**src/hdl/strap_pkg.sv**
```systemverilog
/*
 * Constants for the reset strap sampler: strap codes, register offsets,
 * field positions and reset values.
 * Assumes it is compiled before any design file that imports it.
 */
package strap_pkg;

    // ------------------------------------------------------------
    // Drive level registers (offsets as seen by the config port)
    // ------------------------------------------------------------
    localparam logic [7:0] UP_DRIVE_OFFSET   = 8'hF6;
    localparam logic [7:0] DOWN_DRIVE_OFFSET = 8'hF8;
    localparam int         DRIVE_FIELD_LSB   = 0;
    localparam logic [7:0] DRIVE_RESET       = 8'h00;

    // ------------------------------------------------------------
    // Strap codes
    // ------------------------------------------------------------
    localparam logic [1:0] LEVEL_NORMAL      = 2'h0;
    localparam logic [1:0] LEVEL_HIGH_LED    = 2'h0;
    localparam logic [1:0] FIXED_NONE        = 2'h0;
    localparam logic [1:0] FIXED_PORT1       = 2'h1;
    localparam logic [1:0] FIXED_PORT12      = 2'h2;
    localparam logic [2:0] MASK_NONE         = 3'h0;
    localparam logic [2:0] MASK_PORT1        = 3'h1;
    localparam logic [2:0] MASK_PORT12       = 3'h3;
    localparam logic [2:0] MASK_PORT123      = 3'h7;

    typedef enum logic [1:0] {
        ST_HELD = 2'h1,
        ST_RUN  = 2'h2
    } mode_t;

endpackage

```
**src/hdl/reset_strap_sampler.sv**
```systemverilog
/*
 * Reset strap sampler: catches strap levels on the shared pins as the
 * external reset pin is released, holds them, then turns the pins over
 * to their indicator and serial functions.
 * Assumes all pin inputs are synchronous to sys_clk and that the
 * package/configuration logic supplies the strap enables.
 */
module reset_strap_sampler
    import strap_pkg::*;
#(
    parameter int PORTS = 7
) (
    input  wire logic             sys_clk,
    input  wire logic             rst,
    input  wire logic             clk_en,
    input  wire logic             reset_pin_n,
    input  wire logic             drive_strap_en,
    input  wire logic             fixed_strap_en,
    input  wire logic             led_support_en,
    input  wire logic [1:0]       led_on_req,
    input  wire logic             suspend_active,
    input  wire logic             serial_drive_low,
    input  wire logic [PORTS:1]   port_overcurrent_in,
    input  wire logic [1:0]       enh_port_indicator_in,
    output logic      [1:0]       enh_port_indicator_out,
    output logic      [1:0]       enh_port_indicator_oe_n,
    input  wire logic             serial_data_in,
    output logic                  serial_data_out,
    output logic                  serial_data_oe_n,
    input  wire logic             suspend_indicator_in,
    output logic                  suspend_indicator_out,
    output logic                  suspend_indicator_oe_n,
    output logic      [1:0]       phy_current_level,
    output logic      [7:0]       upstream_phy_drive_level,
    output logic      [7:0]       downstream_phy_drive_level,
    output logic      [2:0]       fixed_port_mask,
    output logic      [PORTS:1]   overcurrent_flag,
    output logic                  strap_done
);

    // ------------------------------------------------------------
    // Helpers
    // ------------------------------------------------------------
    function automatic logic [2:0] decode_fixed(input logic [1:0] code);
        case (code)
            FIXED_NONE:   decode_fixed = MASK_NONE;
            FIXED_PORT1:  decode_fixed = MASK_PORT1;
            FIXED_PORT12: decode_fixed = MASK_PORT12;
            default:      decode_fixed = MASK_PORT123;
        endcase
    endfunction

    // Pin level for a lit/unlit indicator under the sampled polarity
    function automatic logic led_level(input logic on, input logic [1:0] lvl);
        led_level = (lvl == LEVEL_HIGH_LED) ? on : ~on;
    endfunction

    function automatic logic [7:0] drive_reg(input logic [1:0] lvl);
        drive_reg = DRIVE_RESET;
        drive_reg[DRIVE_FIELD_LSB +: 2] = lvl;
    endfunction

    // ------------------------------------------------------------
    // State
    // ------------------------------------------------------------
    typedef struct packed {
        mode_t          mode;
        logic           pin_q;
        logic [1:0]     level;
        logic [2:0]     fixed;
        logic [PORTS:1] oc;
        logic [1:0]     led_out;
        logic [1:0]     led_oe_n;
        logic           sda_out;
        logic           sda_oe_n;
        logic           susp_out;
        logic           susp_oe_n;
    } state_t;

    localparam state_t STATE_RESET = '{
        mode:      ST_HELD,
        pin_q:     1'b0,
        level:     LEVEL_NORMAL,
        fixed:     MASK_NONE,
        oc:        '0,
        led_out:   2'h0,
        led_oe_n:  2'h3,
        sda_out:   1'b0,
        sda_oe_n:  1'b1,
        susp_out:  1'b0,
        susp_oe_n: 1'b1
    };

    state_t s_q;
    state_t s_d;

    logic   release_edge;
    assign release_edge = reset_pin_n & ~s_q.pin_q;

    always_comb begin
        s_d = s_q;
        if (clk_en) begin
            s_d.pin_q = reset_pin_n;
            s_d.oc = ~port_overcurrent_in;
            case (s_q.mode)
                ST_HELD: begin
                    // Pins stay released so the strap resistors set them
                    s_d.led_oe_n  = 2'h3;
                    s_d.sda_oe_n  = 1'b1;
                    s_d.susp_oe_n = 1'b1;
                    if (release_edge) begin
                        s_d.mode  = ST_RUN;
                        s_d.level = drive_strap_en ?
                                    enh_port_indicator_in : LEVEL_NORMAL;
                        s_d.fixed = fixed_strap_en ?
                                    decode_fixed({serial_data_in,
                                                  suspend_indicator_in})
                                    : MASK_NONE;
                    end
                end
                ST_RUN: begin
                    if (!reset_pin_n) begin
                        // Let go of the pins at once, else the next rise samples our own drive
                        s_d.mode      = ST_HELD;
                        s_d.led_oe_n  = 2'h3;
                        s_d.sda_oe_n  = 1'b1;
                        s_d.susp_oe_n = 1'b1;
                    end else begin
                        // Pins go to their normal use, polarity from the strap
                        for (int i = 0; i < 2; i++) begin
                            s_d.led_out[i] = led_level(led_on_req[i] & led_support_en,
                                                       s_q.level);
                        end
                        s_d.led_oe_n  = 2'h0;
                        s_d.sda_out   = 1'b0;
                        s_d.sda_oe_n  = ~serial_drive_low;
                        s_d.susp_out  = suspend_active;
                        s_d.susp_oe_n = 1'b0;
                    end
                end
                default: s_d = STATE_RESET;
            endcase
        end
    end

    always_ff @(posedge sys_clk or posedge rst) begin
        if (rst) begin
            s_q <= STATE_RESET;
        end else begin
            s_q <= s_d;
        end
    end

    // ------------------------------------------------------------
    // Outputs
    // ------------------------------------------------------------
    assign enh_port_indicator_out     = s_q.led_out;
    assign enh_port_indicator_oe_n    = s_q.led_oe_n;
    assign serial_data_out            = s_q.sda_out;
    assign serial_data_oe_n           = s_q.sda_oe_n;
    assign suspend_indicator_out      = s_q.susp_out;
    assign suspend_indicator_oe_n     = s_q.susp_oe_n;
    assign phy_current_level          = s_q.level;
    // One strap drives every transceiver, so both registers mirror it
    assign upstream_phy_drive_level   = drive_reg(s_q.level);
    assign downstream_phy_drive_level = drive_reg(s_q.level);
    assign fixed_port_mask            = s_q.fixed;
    assign overcurrent_flag           = s_q.oc;
    assign strap_done                 = (s_q.mode == ST_RUN);
endmodule

```
**config.mk**
```make
export PLATFORM = sky130hd
export DESIGN_NAME = reset_strap_sampler
export DESIGN_NICKNAME = d
export VERILOG_FILES = /design/src/hdl/strap_pkg.sv /design/src/hdl/reset_strap_sampler.sv
export SDC_FILE = /design/constraint.sdc
export NUM_CORES = 1
export LEC_CHECK = 0
export BUFFER_PORTS_ARGS = -buffer_cell sky130_fd_sc_hd__buf_2
export CORE_MARGIN = 8
export CORE_UTILIZATION = 40
export DETAILED_ROUTE_END_ITERATION = 16
export PLACE_DENSITY = 0.85
export RECOVER_POWER = 100
export REMOVE_ABC_BUFFERS = 1
export SETUP_SLACK_MARGIN = 0.02
export SYNTH_ARGS = -nofsm -noshare
export SYNTH_HDL_FRONTEND = slang
export SYNTH_SLANG_ARGS = --single-unit
```
**constraint.sdc**
```tcl
create_clock -name sys_clk -period 1.5 [get_ports sys_clk]
set_clock_uncertainty 0.1 [all_clocks]
set_input_delay 0.15 -clock sys_clk [delete_from_list [all_inputs] [get_ports sys_clk]]
set_output_delay 0.15 -clock sys_clk [all_outputs]
set_load 0.05 [all_outputs]
```
==> flow_metrics.py <==
metrics = {
    "cts": {
        "clk_path_buf_depth": 2,
        "cts_tree": "done",
        "clockRootBuffer": "clkbuf_4",
        "path_clk_slew_ns": 0.10,
        "worstSkewPairLatency_ns": 0.32,
        "numClockSinks": 20,
        "h-tree-depth": 1,
        "cts_buffers": 3,
    },
    "route": {
        "firstDrtPassIters": 4,
        "drc_errors": 0,
        "routed_wl_um": 3190,
        "drt_iter0_markers": 73,
        "wire_per_inst_um": 16.6,
        "vias": 924,
        "vias_per_cell": 4.81,
        "drtAntennaViolNets": 0,
    },
    "pwr": {
        "powerDensity_mw_per_mm2": 2060,
        "vdd_drop_max_v": 0.00120,
        "p_total_uw": 3250,
        "power.leakage_uw": 0.000831,
    },
    "logic_synthesis": {
        "synth-compound-area-share_pct": 14.5,
        "yosys_warnings": 0,
        "muxShareOfSynthArea_pct": 5.86,
        "synth.cell_area_mm2": 0.00117,
        "synth-xor-area-share_pct": 0.745,
        "yosysSeqAreaShare_pct": 42.9,
        "yosys.area_share.simple_pct": 7.24,
        "synth.area.top_cells": "dfrtp_1, buf_4, dfstp_2",
        "synth_edf_count": 0,
        "ys_ff_latch": 20,
        "synthAdderAreaFrac_pct": 3.19,
        "synthDistinctLibCells": 28,
        "async_flop_share_pct": 100,
        "synth_area_per_cell_um2": 10.7,
        "synth_top_family_by_area": "buffers and inverters",
        "synth_flop_cell": "dfrtp_1",
        "yosysTopAreaCell": "dfrtp_1",
        "synth_top_area_share_pct": 36.2,
        "synthCells": 110,
    },
    "critical_path": {
        "crit_path_cell_trace": "inv_4 > ha_2 > a211o_1 > mux2_4",
        "crit_cells": 4,
        "endpoint_kind": "flip-flop",
        "worstPathRequired_ns": 1.60,
        "r2r_setup_slack_ns": -0.13,
        "crit_path_end": "enh_port_indicator_out[1]$_DFFE_PP0P_",
        "r2r-end": "enh_port_indicator_out[1]$_DFFE_PP0P_",
        "path_buf_inv": 1,
        "crit_path_max_incr_delay_ns": 0.58,
        "crit_type": "reg2reg",
        "worst_path_dominant_cell_family": "flip-flops",
        "arrival_ns": 1.73,
        "crit_path_start": "s_q[21]$_DFFE_PP1P_",
        "rr_startpoint": "s_q[21]$_DFFE_PP1P_",
        "cp_slowest_cell": "dfstp_2",
        "startpoint_type": "flip-flop",
        "ff2ff_path_depth": 4,
        "worst-path-max-fanout": 3,
    },
    "layout": {
        "layout-drive-gt1-share_pct": 54.0,
        "area_growth_syn_to_layout_pct": 34.1,
        "fillers": 216,
        "n_antenna_cell": 0,
        "layout_commonest_cell": "clkbuf_2",
        "nets": 187,
        "ff_latch_area_um2": 504,
        "layout_common_cells": "clkbuf_2, buf_2, dfrtp_1",
        "multi_input_area_um2": 515,
    },
    "floorplan": {
        "die_w_um": 70.2,
        "core-area_mm2": 0.00278,
        "start_util_pct": 42.2,
        "boundaryPins": 59,
        "die_h_um": 70.2,
        "dieArea_mm2": 0.00493,
        "row_count": 19,
    },
    "grt": {
        "antenna_found_initial": 0,
        "grt_pass1_vias": 1012,
        "grt_overflow": 0,
        "grt_max_degree": 14,
        "grt_usage_pct": 13.4,
        "grt_pass1_wl_um": 5220,
    },
    "placed_design": {
        "dp_slack_ns": -0.252,
        "io_buffer_count": 45,
        "globalplace.congestion": 0.819,
        "hpwl_um": 2240,
    },
    "flow_run": {
        "max_cap_violations": 0,
    },
    "sta": {
        "rsz0062_at_grt": "true",
        "setup_slack_ns": -0.133,
        "report.final.slew_viol_count": 0,
        "clock.fmax_mhz": 612,
        "period_needed_ns": 1.63,
        "finalSetupViolCount": 10,
        "finalHoldViolations": 0,
        "final.period_utilization_pct": 109,
    },
    "outcome": {
        "violations": "setup timing",
        "status": "finished with violations",
    },
    "min_path": {
        "hold_path.class": "in2reg",
    },
}
## registers in the layout, indices dropped and copies added, names as in the netlist
register and flops:
overcurrent_flag 7, fixed_port_mask 3, s_q 3, enh_port_indicator_out 2
phy_current_level 2, enh_port_indicator_oe_n 1, serial_data_oe_n 1, suspend_indicator_out 1
## how the worst min path moves through the flow
stage | startpoint | to | slack, ns | cells past startpoint
floorplan | rst | enh_port_indicator_out[0]$_DFFE_PP0P_ | 0.01 | 1
global placement | rst | s_q[20]$_DFFE_PP0P_ | 0.08 | 2
detailed placement | rst | overcurrent_flag[3]$_DFFE_PP0P_ | 0.09 | 2
CTS | suspend_indicator_in | fixed_port_mask[2]$_DFFE_PP0P_ | 0.004 | 3
global route | clk_en | enh_port_indicator_oe_n[0]$_DFFE_PP1P_ | 0.01 | 2
finish | clk_en | enh_port_indicator_oe_n[0]$_DFFE_PP1P_ | 0.007 | 2
## layer usage
layer / vias up / share of wire (%) / global-route usage, %
met5: - / 0 / 0
met1: 443 / 40 / 15.0
met3: 6 / 5.1 / 3.39
met2: 44 / 52 / 21.7
li1: 431 / - / -
met4: 0 / 3.4 / 9.15
## cell families (layout without fill, tap and decap cells)
group	after synthesis	count (layout)
and+or+nand+nor	16	16
DFF	20	20
other	1	13
adders and majority gates	3	3
buffers and inverters	44	83
AOI/OAI and AO/OA	19	19
muxes	6	6
xor gates and xnor gates	1	1
## Yosys cell counts (all sizes together), types with 3 or more instances
master and number:
dfstp 3, dfrtp 17, mux2 4, ha 3
a22o 3, inv 8, and3 4, nand2 7
buf 34, o2bb2ai 8
## through the flow
stage | cells | instance area (µm²) | TNS [ns] | util (%) | hold WS, ns
floorplan | 86 | 953 | -3.09 | - | 0.0116
global placement | 173 | 1300 | -1.00 | 46.7 | 0.0770
detailed placement | 173 | 1300 | -2.13 | 46.7 | 0.0875
CTS | 191 | 1560 | -0.755 | 56.0 | 0.00398
global route | 192 | 1580 | -1.55 | 56.6 | 0.0126
finish | 192 | 1580 | -0.760 | 56.6 | 0.00725
## where the power goes
part           total (µW)  internal [µW]  switching, µW
registers             897            740            157
clock network         276            104            172
logic                2070            706           1370
total                3250           1550           1700
## layout make-up
| type | count | share of cell area [%] |
|---|---|---|
| multi-input cells | 58 | 32.7 |
| clock buffers | 4 | 1.67 |
| repair buffers | 71 | 29.1 |
| inverters | 8 | 2.07 |
| well taps | 31 | 2.46 |
| flip-flops and latches | 20 | 32.0 |
## timing repair
item                                    4_1_cts  5_1_grt
resized for setup                            21        3
pin swaps                                    12        1
endpoints found under the hold margin        18        1
setup buffers                                 4        0
hold buffers                                 10        1
endpoints found under the setup margin       21       20
Note: power is estimated with default switching activity, not from simulation.
